## config.mk

```make
export PLATFORM = sky130hd
export DESIGN_NAME = smrc_reset_ctrl
export DESIGN_NICKNAME = d
export VERILOG_FILES = /design/src/logic/smrc_pkg.sv /design/src/logic/smrc_tmr_if.sv /design/src/logic/smrc_timer.sv /design/src/logic/smrc_reset_ctrl.sv
export SDC_FILE = /design/constraint.sdc
export NUM_CORES = 1
export LEC_CHECK = 0
export ABC_AREA = 1
export BUFFER_PORTS_ARGS = -buffer_cell sky130_fd_sc_hd__buf_4
export CAP_MARGIN = 10
export CORE_UTILIZATION = 59
export CTS_CLUSTER_SIZE = 14
export DETAILED_ROUTE_END_ITERATION = 12
export PLACE_DENSITY = 0.8
export SLEW_MARGIN = 20
export SYNTH_ARGS = -nofsm -noshare
export SYNTH_HDL_FRONTEND = slang
export SYNTH_SLANG_ARGS = --single-unit
```

## constraint.sdc

```tcl
create_clock -name mclk -period 1.8 [get_ports mclk]
set_input_delay 0.36 -clock mclk [delete_from_list [all_inputs] [get_ports mclk]]
set_output_delay 0.36 -clock mclk [all_outputs]
set_load 0.03 [all_outputs]
```

## src/logic/smrc_pkg.sv

```systemverilog
// Shared constants and types for the memory card reset sequencer
package smrc_pkg;

	// ==========================================================
	// Timing
	localparam int unsigned CLK_PERIOD_NS = 100;
	localparam int unsigned HOLD_NS       = 800;
	localparam int unsigned HOLD_CYC      = (HOLD_NS + CLK_PERIOD_NS - 1) / CLK_PERIOD_NS;
	localparam int unsigned SANITY_US     = 100;
	localparam int unsigned SANITY_CYC    = (SANITY_US * 1000) / CLK_PERIOD_NS;
	localparam int unsigned MONITOR_US    = 200;
	localparam int unsigned MONITOR_CYC   = (MONITOR_US * 1000) / CLK_PERIOD_NS;

	// ==========================================================
	// Widths and reset values
	localparam int unsigned           CNT_W        = 8;
	localparam int unsigned           TMR_W        = 12;
	localparam logic [CNT_W-1:0]      HOLD_CNT_RST = CNT_W'(HOLD_CYC - 1);
	localparam logic [CNT_W-1:0]      CLK_ON_CNT   = CNT_W'(HOLD_CYC / 2);
	localparam logic [TMR_W-1:0]      SANITY_LOAD  = TMR_W'(SANITY_CYC - 1);
	localparam logic [TMR_W-1:0]      MONITOR_LOAD = TMR_W'(MONITOR_CYC - 1);

	// ==========================================================
	// Reset levels
	typedef enum logic [1:0] {
		SMRC_LVL_NONE,
		SMRC_LVL_PWRUP,
		SMRC_LVL_HARD,
		SMRC_LVL_SOFT
	} smrc_level_t;

endpackage : smrc_pkg

```

## src/logic/smrc_tmr_if.sv

```systemverilog
// Link between the sequencer and one of its watchdog timers
`timescale 1ns/1ps
interface smrc_tmr_if;
	logic kick;
	logic run;
	logic expire;
	modport owner (output kick, output run, input expire);
	modport timer (input kick, input run, output expire);
endinterface : smrc_tmr_if

```

## src/logic/smrc_timer.sv

```systemverilog
// Watchdog down-counter used for the sanity and monitor timers
`timescale 1ns/1ps
module smrc_timer #(
	parameter int unsigned           W    = smrc_pkg::TMR_W,
	parameter logic [W-1:0]          LOAD = W'(smrc_pkg::SANITY_CYC - 1)
) (
	input  wire logic  mclk,
	input  wire logic  rst_n,
	input  wire logic  clk_en,
	smrc_tmr_if.timer  tif
);

	typedef struct packed {
		logic [W-1:0] cnt;
		logic         exp;
	} smrc_tmr_t;

	smrc_tmr_t q_ff;
	smrc_tmr_t nxt_q;

	// ==========================================================
	// Count down
	always_comb begin
		nxt_q     = q_ff;
		nxt_q.exp = 1'b0;
		if (tif.kick || !tif.run) begin
			nxt_q.cnt = LOAD;
		end else if (q_ff.cnt == '0) begin
			nxt_q.exp = 1'b1;
			nxt_q.cnt = LOAD;
		end else begin
			nxt_q.cnt = q_ff.cnt - W'(1);
		end
	end

	always_ff @(posedge mclk or negedge rst_n) begin
		if (!rst_n) begin
			q_ff <= '{cnt: LOAD, exp: 1'b0};
		end else if (clk_en) begin
			q_ff <= nxt_q;
		end
	end

	assign tif.expire = q_ff.exp;
endmodule : smrc_timer

```

## src/logic/smrc_reset_ctrl.sv

```systemverilog
// Reset and self-test sequencer of the shared memory card
//
// What this block does
// - Three reset levels: power-up, hard and soft, applied to card components.
// - Hard reset from sanity expiry, control write, parity/protocol error, monitor expiry.
// - Soft reset only from sanity expiry or a control register write.
// - Sanity expiry or control write picks hard or soft from select and program bits.
// - Sanity timer sits in ownership controller; separate monitor timer watches test controller.
// - Structure tests are started as part of power-up and hard reset handling, not after soft reset.
// - Memory self-test is started by the ownership controller, not the test units.
// - Internal faults go to the test units on a dedicated line, not I2C.
// - Memories and controller run on the main clock distributed through reset control.
`timescale 1ns/1ps
module smrc_reset_ctrl (
	input  wire logic         mclk,
	input  wire logic         rst_n,
	input  wire logic         clk_en,
	input  wire logic         ctl_reg_wr,
	input  wire logic         soft_reset_select_bit,
	input  wire logic         reset_program_bit,
	input  wire logic         parity_err,
	input  wire logic         protocol_err,
	input  wire logic         sanity_kick,
	input  wire logic         test_ctrl_alive,
	input  wire logic         internal_fault,
	input  wire logic         struct_test_done,
	input  wire logic         bist_done,
	output logic              hard_rst_n,
	output logic              soft_rst_n,
	output logic              struct_test_start,
	output logic              bist_start,
	output logic              fault_to_test,
	output logic              comp_clk_en,
	output logic [1:0]        reset_level,
	output logic              sanity_expired,
	output logic              monitor_expired
);

	// ==========================================================
	// State
	typedef enum logic [1:0] {ST_IDLE, ST_HOLD, ST_TEST} smrc_state_t;

	typedef struct packed {
		smrc_state_t                     st;
		smrc_pkg::smrc_level_t           lvl;
		logic [smrc_pkg::CNT_W-1:0]      cnt;
		logic                            hard_rst_n;
		logic                            soft_rst_n;
		logic                            test_start;
		logic                            bist_start;
		logic                            fault;
		logic                            clk_on;
	} smrc_reg_t;

	localparam smrc_reg_t RST_VAL = '{
		st:         ST_HOLD,
		lvl:        smrc_pkg::SMRC_LVL_PWRUP,
		cnt:        smrc_pkg::HOLD_CNT_RST,
		hard_rst_n: 1'b0,
		soft_rst_n: 1'b0,
		test_start: 1'b0,
		bist_start: 1'b0,
		fault:      1'b0,
		clk_on:     1'b0
	};

	smrc_reg_t q_ff;
	smrc_reg_t nxt_q;

	// ==========================================================
	// Timers
	smrc_tmr_if sanity_if ();
	smrc_tmr_if monitor_if ();

	// Timers stop while components are held, so no stale expiry follows a reset
	assign sanity_if.kick  = sanity_kick;
	assign sanity_if.run   = (q_ff.st != ST_HOLD);
	assign monitor_if.kick = test_ctrl_alive;
	assign monitor_if.run  = (q_ff.st != ST_HOLD);

	smrc_timer #(
		.W    (smrc_pkg::TMR_W),
		.LOAD (smrc_pkg::SANITY_LOAD)
	) u_sanity (
		.mclk   (mclk),
		.rst_n  (rst_n),
		.clk_en (clk_en),
		.tif    (sanity_if.timer)
	);

	smrc_timer #(
		.W    (smrc_pkg::TMR_W),
		.LOAD (smrc_pkg::MONITOR_LOAD)
	) u_monitor (
		.mclk   (mclk),
		.rst_n  (rst_n),
		.clk_en (clk_en),
		.tif    (monitor_if.timer)
	);

	// ==========================================================
	// Request decode
	logic soft_choice;
	logic shared_trig;
	logic hard_req;
	logic soft_req;

	assign soft_choice = soft_reset_select_bit && !reset_program_bit;
	assign shared_trig = sanity_if.expire || ctl_reg_wr;
	assign hard_req    = (shared_trig && !soft_choice) || parity_err || protocol_err
	                     || monitor_if.expire;
	assign soft_req    = shared_trig && soft_choice;

	// Entering hold: hard takes both reset lines, soft only its own
	function automatic smrc_reg_t enter_rst(input smrc_reg_t r, input logic hard);
		smrc_reg_t o;
		o            = r;
		o.st         = ST_HOLD;
		o.lvl        = hard ? smrc_pkg::SMRC_LVL_HARD : smrc_pkg::SMRC_LVL_SOFT;
		o.cnt        = smrc_pkg::HOLD_CNT_RST;
		o.soft_rst_n = 1'b0;
		o.hard_rst_n = !hard;
		return o;
	endfunction : enter_rst

	// ==========================================================
	// Sequencer
	always_comb begin
		nxt_q            = q_ff;
		nxt_q.test_start = 1'b0;
		nxt_q.bist_start = 1'b0;
		nxt_q.fault      = internal_fault;
		unique case (q_ff.st)
			ST_IDLE: begin
				if (hard_req) begin
					nxt_q = enter_rst(nxt_q, 1'b1);
				end else if (soft_req) begin
					nxt_q = enter_rst(nxt_q, 1'b0);
				end
			end
			ST_HOLD: begin
				if (hard_req && q_ff.lvl == smrc_pkg::SMRC_LVL_SOFT) begin
					nxt_q = enter_rst(nxt_q, 1'b1);
				end else if (q_ff.cnt == '0) begin
					// Release all lines on one edge so nothing wakes half-reset
					nxt_q.hard_rst_n = 1'b1;
					nxt_q.soft_rst_n = 1'b1;
					nxt_q.clk_on     = 1'b1;
					if (q_ff.lvl == smrc_pkg::SMRC_LVL_SOFT) begin
						nxt_q.st = ST_IDLE;
					end else begin
						nxt_q.test_start = 1'b1;
						nxt_q.bist_start = 1'b1;
						nxt_q.st         = ST_TEST;
					end
				end else begin
					nxt_q.cnt = q_ff.cnt - smrc_pkg::CNT_W'(1);
					// Clocks start mid-hold so parts see edges while still in reset
					if (q_ff.cnt == smrc_pkg::CLK_ON_CNT) begin
						nxt_q.clk_on = 1'b1;
					end
				end
			end
			ST_TEST: begin
				if (hard_req) begin
					nxt_q = enter_rst(nxt_q, 1'b1);
				end else if (struct_test_done && bist_done) begin
					nxt_q.st = ST_IDLE;
				end
			end
			default: begin
				nxt_q = RST_VAL;
			end
		endcase
	end

	always_ff @(posedge mclk or negedge rst_n) begin
		if (!rst_n) begin
			q_ff <= RST_VAL;
		end else if (clk_en) begin
			q_ff <= nxt_q;
		end
	end

	// ==========================================================
	// Outputs
	assign hard_rst_n        = q_ff.hard_rst_n;
	assign soft_rst_n        = q_ff.soft_rst_n;
	assign struct_test_start = q_ff.test_start;
	assign bist_start        = q_ff.bist_start;
	assign fault_to_test     = q_ff.fault;
	assign comp_clk_en       = q_ff.clk_on;
	assign reset_level       = q_ff.lvl;
	assign sanity_expired    = sanity_if.expire;
	assign monitor_expired   = monitor_if.expire;

	// ==========================================================
	// Checks
	logic [7:0] low_cnt_ff;

	always_ff @(posedge mclk or negedge rst_n) begin
		if (!rst_n) begin
			low_cnt_ff <= 8'h00;
		end else if (soft_rst_n) begin
			low_cnt_ff <= 8'h00;
		end else if (clk_en && low_cnt_ff != 8'hFF) begin
			low_cnt_ff <= low_cnt_ff + 8'h01;
		end
	end
endmodule : smrc_reset_ctrl

```

==> flow_summary.yaml, run 1 <==
outcome:
  status: "complete, no violations"
power_and_ir_drop:
  power.switching_uw: 1379
  power_density_nw_per_um2: 1183
  p_sw_share_pct: 41.46
  p_comb_share_pct: 40.5
  ir_drop_uv: 536.7
  pwr-share-clk_pct: 17.8
  power_frac_seq_pct: 41.8
  p_int_uw: 1946
  p_leak_uw: 0.001405
grt:
  track_usage_pct: 24.28
  grt_overflow: 0
  antenna_found_initial: 0
  grt_pass1_wl_mm: 8.245
  grt_pass1_vias: 1941
  grt_start_max_net_pins: 44
flow_run:
  maxCapViolCount: 0
synthesis:
  synth_common_cells: "nand2_1 (87), nor2_1 (44), inv_1 (40)"
  ys_warn_count: 0
  yosys.cell_count.top_type: "nand2_1"
  yosys_most_used_dff: "dfstp_2"
  synth_top_area_share_pct: 22.62
  synthArstFlopShare_pct: 100.0
  synth.distinct_cells: 33
  synthCells: 331
  ys_seq_elements: 43
  synth_area_leader_cell: "dfstp_2"
  ys_seq_area_share_pct: 43.19
  synth_nets: 350
  syn_avg_cell_area_sq_um: 7.719
  synth_area_sq_um: 2555
  synth_area_leaders: "dfstp_2 (23%), dfrtp_1 (21%), nand2_1 (13%)"
  synth-edff-count: 0
critical_path:
  r2r_start: "q_ff[6]"
  critical_path_class: "reg -> reg"
  cp_max_fo: 6
  cp.arrival_ns: 1.86
  critPathCaptureType: "flop"
  r2r_end: "q_ff[9]"
  worst_ep_required_time_ns: 2.03
  r2r_cells: 9
  regToRegSetupSlack_ns: 0.18
  startpoint_type: "flop"
route:
  first_pass_iters: 4
  m1WireLength_mm: 2.357
  viasPerCell: 5.170
  routed_wl_mm: 4.914
  drcViolationCount: 0
  highest_layer: "met4"
  ant_nets: 0
  routedWlPerCell_um: 12.13
  first_iter_violations: 212
  vias: 2094
  dr_wl_met3_um: 169
  dr_wl_met2_mm: 2.343
cells_and_area:
  drive_gt1_share_pct: 23.10
  antenna_cells: 0
  layout.nets: 373
  utilization_pct: 68.80
  area_growth_pct: 10.04
floorplan:
  die_w_um: 67.81
  rows: 23
  io_pins: 23
  coreArea_sq_um: 4086
  die_h_um: 67.81
  initial_core_util_pct: 62.52
  dieArea_sq_um: 4598
clocking:
  hold_buffers: 0
  cts_tree: "yes"
  cts_buffers: 5
  clockBufferDepth: 2
  path_clk_slew_ns: 0.08
  clock-sinks: 43
  clockRootBuffer: "clkbuf_8"
  cts_resized: 0
  post_cts_buffers: 0
  clock_latency_ns: 0.29
  htree_levels: 2
sta:
  fin_setup_tns_ns: 0
  rsz0062_at_grt: "false"
  slew_headroom_pct: 62.64
  fin_worst_skew_ns: 0.004802
  finalSetupViolCount: 0
  hold_violations: 0
  max_freq_mhz: 616.6
  period_needed_ns: 1.622
  maxSlewViolCount: 0
  fin_crit_sh_pct: 90.10
  tightest_slew_ns: 0.5562
place:
  port_buffers: 22
  gp_congestion: 0.8817
  hpwl_mm: 3.644
hold_path:
  hold_path_class: "in -> async"
-- critical path, stage by stage (launching register included) --
cell and delay [ns]:
dfstp_2 0.53, inv_1 0.09, ha_1 0.25, nand2_2 0.11, inv_1 0.05, nand2_1 0.06, nand3_1 0.16, nor2_1 0.19
nand2_1 0.07, nand2_1 0.06
-- per-layer routing --
metal | global-route usage (%) | vias to the layer above
met1 | 30.35 | 968
met4 | 8.333 | 0
met5 | 0 | -
met3 | 5.236 | 5
li1 | - | 1081
met2 | 41.09 | 40
-- worst max path at each step --
stage                              startpoint                  to  slack (ns)
after floorplan           u_sanity.tif.expire            q_ff[11]        0.30
after global placement       u_sanity.q_ff[1]    u_sanity.q_ff[6]        0.24
after detailed placement     u_sanity.q_ff[1]    u_sanity.q_ff[6]        0.20
after CTS                    u_sanity.q_ff[1]    u_sanity.q_ff[6]        0.18
after global routing        u_monitor.q_ff[2]  u_monitor.q_ff[12]        0.07
final                                 q_ff[6]             q_ff[9]        0.18
-- power groups by stage --
stage	logic (uW)	registers, uW	clock network (uW)
6_report	1340	1390	591
5_1_grt	1510	1420	653
4_1_cts	1340	1390	618
3_3_place_gp	1310	1390	0
2_1_floorplan	1000	1440	0
3_5_place_dp	1340	1400	0
-- sequential cells by signal, indices dropped and copies added (netlist names) --
signal                count
u_sanity.q_ff            12
q_ff                     10
u_sanity.tif.expire       1
u_monitor.tif.expire      1
hard_rst_n                1
u_monitor.q_ff           12
comp_clk_en               1
reset_level               2
soft_rst_n                1
fault_to_test             1
struct_test_start         1
-- area by class of cell --
type	count	area, sq um
Clock inverter	1	5.005
Inverter	45	170.2
Clock buffer	7	76.32
Timing Repair Buffer	22	165.2
Tap cell	50	62.56
Fill cell	358	1275
Sequential cell	43	1104
Multi-Input combinational cell	237	1229
-- stage by stage --
| step | worst slack [ns] | power (uW) | instance area (sq um) | hold WS [ns] | std cells |
|---|---|---|---|---|---|
| floorplan | 0.3036 | 2440 | 2555 | 0.06441 | 331 |
| global placement | 0.2383 | 2704 | 2730 | 0.3786 | 397 |
| detailed placement | 0.2046 | 2743 | 2730 | 0.3791 | 397 |
| CTS | 0.1833 | 3350 | 2811 | 0.05264 | 405 |
| global route | 0.06790 | 3580 | 2811 | 0.08176 | 405 |
| finish | 0.1782 | 3325 | 2811 | 0.03537 | 405 |
-- kinds of logic (layout without fill, tap and decap cells) --
family                     count (synthesis)  count (layout)  synth area share [%]
adders and majority gates                  6               6                 2.938
xor gates and xnor gates                  10              10                 3.428
AOI/OAI and AO/OA                         22              22                 5.289
DFF                                       43              43                 43.19
and+or+nand+nor                          199             199                 36.43
buffers and inverters                     51              75                 8.716
-- layout by cell type (no fill, tap or decap), drive strengths merged, types with 9 or more instances in the layout --
cell type and count:
o21ai 14, dfrtp 21, nand3 28, dfstp 22
nand2 97, nand4 9, inv 44, buf 22
nor2 50
No activity file was read; power rests on OpenSTA's default activity.
==> run 2, diff against run 1 <==
--- a/config.mk
+++ b/config.mk
@@ -11,6 +11,7 @@
 export CORE_UTILIZATION = 59
 export CTS_CLUSTER_SIZE = 14
 export DETAILED_ROUTE_END_ITERATION = 12
+export HOLD_SLACK_MARGIN = 0.06
 export PLACE_DENSITY = 0.8
 export SLEW_MARGIN = 20
 export SYNTH_ARGS = -nofsm -noshare
==> run 2 against run 1 <==
Clock-buffer cell count unchanged. Clock skew hardly changed. First-iteration DRC count shrank 11%.
==> flow_summary.yaml, run 2 (synthesis results as in run 1) <==
cells_and_area:
  drive_gt1_share_pct: 23.03
  reg.largest.list: "u_monitor.q_ff: 12 flops, u_sanity.q_ff: 12 flops, q_ff: 10 flops"
  final_cell_mix: "nand2_1 (87), nor2_1 (44), inv_1 (40)"
  antenna_cells: 0
  final_common_cell: "nand2_1"
  fillCellCount: 357
  area_growth_pct: 10.43
  layout.nets: 374
grt:
  grt_overflow: 0
  grt_pass1_wl_mm: 8.231
  grt_start_max_net_pins: 44
  track_usage_pct: 24.24
  antenna_found_initial: 0
  grt_pass1_vias: 1935
route:
  first_pass_iters: 4
  ant_nets: 0
  routed_wl_mm: 4.939
  viasPerCell: 5.167
  routedWlPerCell_um: 12.17
  drcViolationCount: 0
  first_iter_violations: 189
  vias: 2098
floorplan:
  die_w_um: 67.81
  die_h_um: 67.81
  dieArea_sq_um: 4598
  io_pins: 23
  rows: 23
  initial_core_util_pct: 62.52
  coreArea_sq_um: 4086
clocking:
  cts_tree: "yes"
  post_cts_buffers: 0
  cts_buffers: 5
  clockBufferDepth: 2
  htree_levels: 2
  clock-sinks: 43
  clockRootBuffer: "clkbuf_8"
  clock_latency_ns: 0.29
  path_clk_slew_ns: 0.08
critical_path:
  cp-startpoint: "q_ff[6]"
  cp_max_fo: 6
  critical_path_class: "reg -> reg"
  startpoint_type: "flop"
  worst_ep_required_time_ns: 2.03
  cp.arrival_ns: 1.86
  r2r_cells: 9
  r2r_start: "q_ff[6]"
  critPathCapture: "q_ff[9]"
  r2r_end: "q_ff[9]"
  regToRegSetupSlack_ns: 0.18
  critPathCaptureType: "flop"
sta:
  fin_crit_sh_pct: 90.19
  tightest_slew_ns: 0.5540
  rsz0062_at_grt: "false"
  hold_violations: 0
  fin_worst_skew_ns: 0.004998
  finalSetupViolCount: 0
  period_needed_ns: 1.623
  whs_ns: 0.3012
  max_freq_mhz: 616.0
  fin_setup_tns_ns: 0
  slew_headroom_pct: 62.78
  maxSlewViolCount: 0
place:
  gp_congestion: 0.8817
  hpwl_mm: 3.644
  port_buffers: 22
outcome:
  status: "complete, no violations"
flow_run:
  maxCapViolCount: 0
power_and_ir_drop:
  power_density_nw_per_um2: 1180
  ir_drop_uv: 535.8
  p_leak_uw: 0.001409
hold_path:
  hold_path_class: "in -> reg"
-- run 2: changes by cell type in the layout (fill, tap and decap cells not counted) --
cell           delta
dlygate4sd3_1     +1
-- run 2: power by group --
part	total (uW)	switching, uW	internal [uW]
clock network	593	321	273
registers	1390	169	1220
logic	1350	893	455
total	3330	1380	1950
-- run 2: what timing repair did --
item	CTS	global route
hold buffers	1	0
endpoints found under the hold margin	17	0
resized for setup	0	0
-- run 2: through the flow --
stage / total power, uW / setup WS (ns) / instance area, sq um / cells / util (%)
after floorplan: 2440 / 0.3036 / 2555 / 331 / -
after global placement: 2704 / 0.2383 / 2730 / 397 / 66.81
after detailed placement: 2743 / 0.2046 / 2730 / 397 / 66.81
after CTS: 3352 / 0.1833 / 2821 / 406 / 69.04
after global routing: 3582 / 0.06790 / 2821 / 406 / 69.04
final: 3330 / 0.1766 / 2821 / 406 / 69.04
-- run 2: worst min-delay path by stage --
stage                              start             to  slack [ns]  cells after the start
after CTS                 internal_fault  fault_to_test        0.29                      3
after detailed placement           rst_n       q_ff[11]        0.38                      1
after floorplan                    rst_n    comp_clk_en        0.06                      0
after global routing      internal_fault  fault_to_test        0.31                      3
after global placement             rst_n       q_ff[11]        0.38                      1
final                     internal_fault  fault_to_test        0.30                      3
-- run 2: per-layer routing --
layer	vias up	part of all wire [%]	global-route usage, %
met5	-	0	0
met4	0	1.2	8.333
met3	6	4.0	5.236
met2	46	47	40.97
met1	964	48	30.35
li1	1082	-	-
-- run 2: final cells by class --
cell class | instances | area, sq um | area share (%)
clock buffers | 7 | 76.32 | 2.705
repair buffers | 23 | 175.2 | 6.208
clock inverters | 1 | 5.005 | 0.1774
inverters | 45 | 170.2 | 6.031
well taps | 50 | 62.56 | 2.217
flip-flops and latches | 43 | 1104 | 39.11
multi-input cells | 237 | 1229 | 43.55
-- run 2: critical path: stages, from the launching register on --
cell and delay [ns]:
dfstp_2 0.53, inv_1 0.09, ha_1 0.25, nand2_2 0.11, inv_1 0.05, nand2_1 0.06, nand3_1 0.16, nor2_1 0.19
nand2_1 0.07, nand2_1 0.06
==> run 3, diff against run 2 <==
--- a/config.mk
+++ b/config.mk
@@ -5,14 +5,13 @@
 export SDC_FILE = /design/constraint.sdc
 export NUM_CORES = 1
 export LEC_CHECK = 0
-export ABC_AREA = 1
 export BUFFER_PORTS_ARGS = -buffer_cell sky130_fd_sc_hd__buf_4
 export CAP_MARGIN = 10
 export CORE_UTILIZATION = 59
 export CTS_CLUSTER_SIZE = 14
 export DETAILED_ROUTE_END_ITERATION = 12
 export HOLD_SLACK_MARGIN = 0.06
-export PLACE_DENSITY = 0.8
+export PLACE_DENSITY = 0.81
 export SLEW_MARGIN = 20
 export SYNTH_ARGS = -nofsm -noshare
 export SYNTH_HDL_FRONTEND = slang
==> run 3 against run 2 <==
The flow now finishes with violations (negative setup slack). Final area up 7.3%. Register-to-register slack worse by 0.25 ns. Sequential share of layout area down 2.6 points. Via count down 2.2%. Worst setup slack worse by 0.25 ns. Combinational power down 13%. Critical path type unchanged. Critical endpoint is now q_ff[12]. Largest cell class unchanged. Largest power group unchanged. Highest routed layer unchanged.
==> flow_summary.yaml, run 3 <==
place:
  hpwl_mm: 3.774
  gp_congestion: 0.8335
  port_buffers: 22
  dp_slack_ns: -0.1383
  place_inst: 330
critical_path:
  cp_max_fo: 5
  cp_cell_sequence: "or2_4, a2111o_1, a311oi_4, buf_4, a22o_4"
  regToRegSetupSlack_ns: -0.08
  critPathCaptureType: "flop"
  slowest_delay_ns: 0.51
  r2r_start: "u_sanity.tif.expire"
  cp.arrival_ns: 2.11
  cpMaxStageDelayCell: "a2111o_1"
  critical_path_class: "reg -> reg"
  worst_ep_required_time_ns: 2.04
  r2r_cells: 5
  r2r_end: "q_ff[12]"
  startpoint_type: "flop"
synthesis:
  synth_area_leaders: "dfstp_2 (24%), dfrtp_1 (22%), nand2_1 (4.6%)"
  synth.distinct_cells: 60
  ys_warn_count: 0
  syn_avg_cell_area_sq_um: 9.667
  synth_area_sq_um: 2369
  synth_common_cells: "nand2_1 (29), dfstp_2 (22), dfrtp_1 (21)"
  synth_area_leader_cell: "dfstp_2"
  synthCells: 245
  yosys.cell_count.top_type: "nand2_1"
  synth-edff-count: 0
  synth_nets: 264
  synthArstFlopShare_pct: 100.0
  yosys_most_used_dff: "dfstp_2"
  ys_seq_elements: 43
  synth_top_area_share_pct: 24.41
  ys_seq_area_share_pct: 46.59
sta:
  period_needed_ns: 1.875
  fin_ws_ns: -0.07546
  rsz0062_at_grt: "true"
  slew_headroom_pct: 64.87
  maxSlewViolCount: 0
  fin_worst_skew_ns: 0.005522
  finalSetupViolCount: 7
  max_freq_mhz: 533.2
  tightest_slew_ns: 0.5270
  fin_crit_sh_pct: 104.2
  hold_violations: 0
cells_and_area:
  layout.nets: 317
  drive_gt1_share_pct: 38.46
  fillCellCount: 252
  instances_no_fill: 347
  area_growth_pct: 27.84
  final_common_cell: "buf_4"
  utilization_pct: 80.88
  final_cell_mix: "buf_4 (56), nand2_1 (29), dfstp_2 (22)"
  multiInputGateArea_sq_um: 1250
  antenna_cells: 0
  reg.largest.list: "u_monitor.q_ff: 12 flops, u_sanity.q_ff: 12 flops, q_ff: 10 flops"
  regArea_sq_um: 1105
floorplan:
  initial_core_util_pct: 63.27
  die_w_um: 65.36
  io_pins: 23
  rows: 22
  die_h_um: 65.36
  coreArea_sq_um: 3744
  dieArea_sq_um: 4272
route:
  first_iter_violations: 94
  routedWlPerCell_um: 15.68
  dr_wl_met3_um: 214
  highest_layer: "met4"
  dr_wl_met2_mm: 2.782
  viasPerCell: 5.911
  drcViolationCount: 0
  first_pass_iters: 4
  ant_nets: 0
  vias: 2051
  m1WireLength_mm: 2.421
  routed_wl_mm: 5.441
outcome:
  failed_checks: "negative setup slack"
  status: "complete, but fails checks"
grt:
  grt_pass1_wl_mm: 9.101
  grt_pass1_vias: 2001
  antenna_found_initial: 0
  grt_start_max_net_pins: 44
  track_usage_pct: 28.28
  grt_overflow: 0
clocking:
  path_clk_slew_ns: 0.08
  cts_tree: "yes"
  clock-sinks: 43
  clockBufferDepth: 2
  clockRootBuffer: "clkbuf_8"
  clock_latency_ns: 0.30
  cts_buffers: 5
  htree_levels: 2
power_and_ir_drop:
  ir_drop_uv: 795.8
  p_leak_uw: 0.001355
  power_density_nw_per_um2: 1077
hold_path:
  hold_depth: 3
  min_to: "fault_to_test"
  hold_path_class: "in -> reg"
  holdCritStartpoint: "internal_fault"
flow_run:
  maxCapViolCount: 0
[run 3: changes by cell type in the layout (fill, tap and decap cells not counted), moves of 4 or more]
cell,change
nand2_1,-58
buf_4,+34
inv_1,-29
nor2_1,-28
nand3_1,-19
nand2_2,-7
nand4_1,-7
a21oi_1,+6
nor3_1,+6
xnor2_1,+6
nand2b_1,+5
or2_2,-4
xor2_1,-4
[run 3: power by group]
group          internal [uW]  leakage, uW  total, uW  switching, uW
sequential              1150     0.000515       1300            154
combinational            533     0.000778       1170            637
clock                    449    0.0000612        787            338
[run 3: through the flow]
stage / total power (uW) / hold slack, ns / cell area (sq um) / TNS, ns
global placement: 2309 / 0.3754 / 2754 / -1.027
detailed placement: 2346 / 0.3790 / 2754 / -1.368
finish: 3262 / 0.3184 / 3028 / -0.3897
global route: 3429 / 0.3201 / 3028 / -1.163
CTS: 3210 / 0.3110 / 2963 / -0.3168
floorplan: 1975 / 0.06441 / 2390 / -0.05035
[run 3: worst max path at each step]
stage,startpoint,end,depth (start not counted)
4_1_cts,u_sanity.tif.expire,hard_rst_n,5
3_5_place_dp,ctl_reg_wr,q_ff[13],6
5_1_grt,u_sanity.tif.expire,q_ff[13],5
3_3_place_gp,ctl_reg_wr,q_ff[13],6
6_report,u_sanity.tif.expire,q_ff[12],5
2_1_floorplan,u_sanity.tif.expire,q_ff[11],5
[run 3: layer usage]
| layer | global-route usage [%] | vias up |
|---|---|---|
| met4 | 7.880 | 0 |
| li1 | - | 989 |
| met2 | 47.68 | 48 |
| met3 | 4.167 | 2 |
| met5 | 0 | - |
| met1 | 37.81 | 1012 |
[run 3: cell families after synthesis]
| logic type | synth area share (%) |
|---|---|
| flops | 46.59 |
| compound gates | 17.70 |
| mux | 0.8980 |
| xor+xnor | 4.438 |
| simple gates | 22.13 |
| buf+inv | 5.071 |
| fa+ha+maj | 3.169 |
[run 3: worst max-delay path: cells and delay by family, from the launching register on]
family,cells,cell delay [ns]
AOI/OAI and AO/OA,3,0.95
DFF,1,0.42
and+or+nand+nor,1,0.25
buffers and inverters,1,0.20
[run 3: timing repair]
action,in CTS,in global routing
pin swaps,5,8
hold endpoints to repair,15,0
gates cloned,0,0
setup buffers,5,3
setup endpoints to repair,18,28
hold buffers,1,0
gates resized for setup,13,9
[run 3: layout make-up]
type	count	share of cell area, %
clock buffer	6	2.727
clock inverter	2	1.157
inverter	12	1.488
multi-input combinational	178	41.28
sequential	43	36.49
tap	48	1.983
timing repair buffer	58	14.88
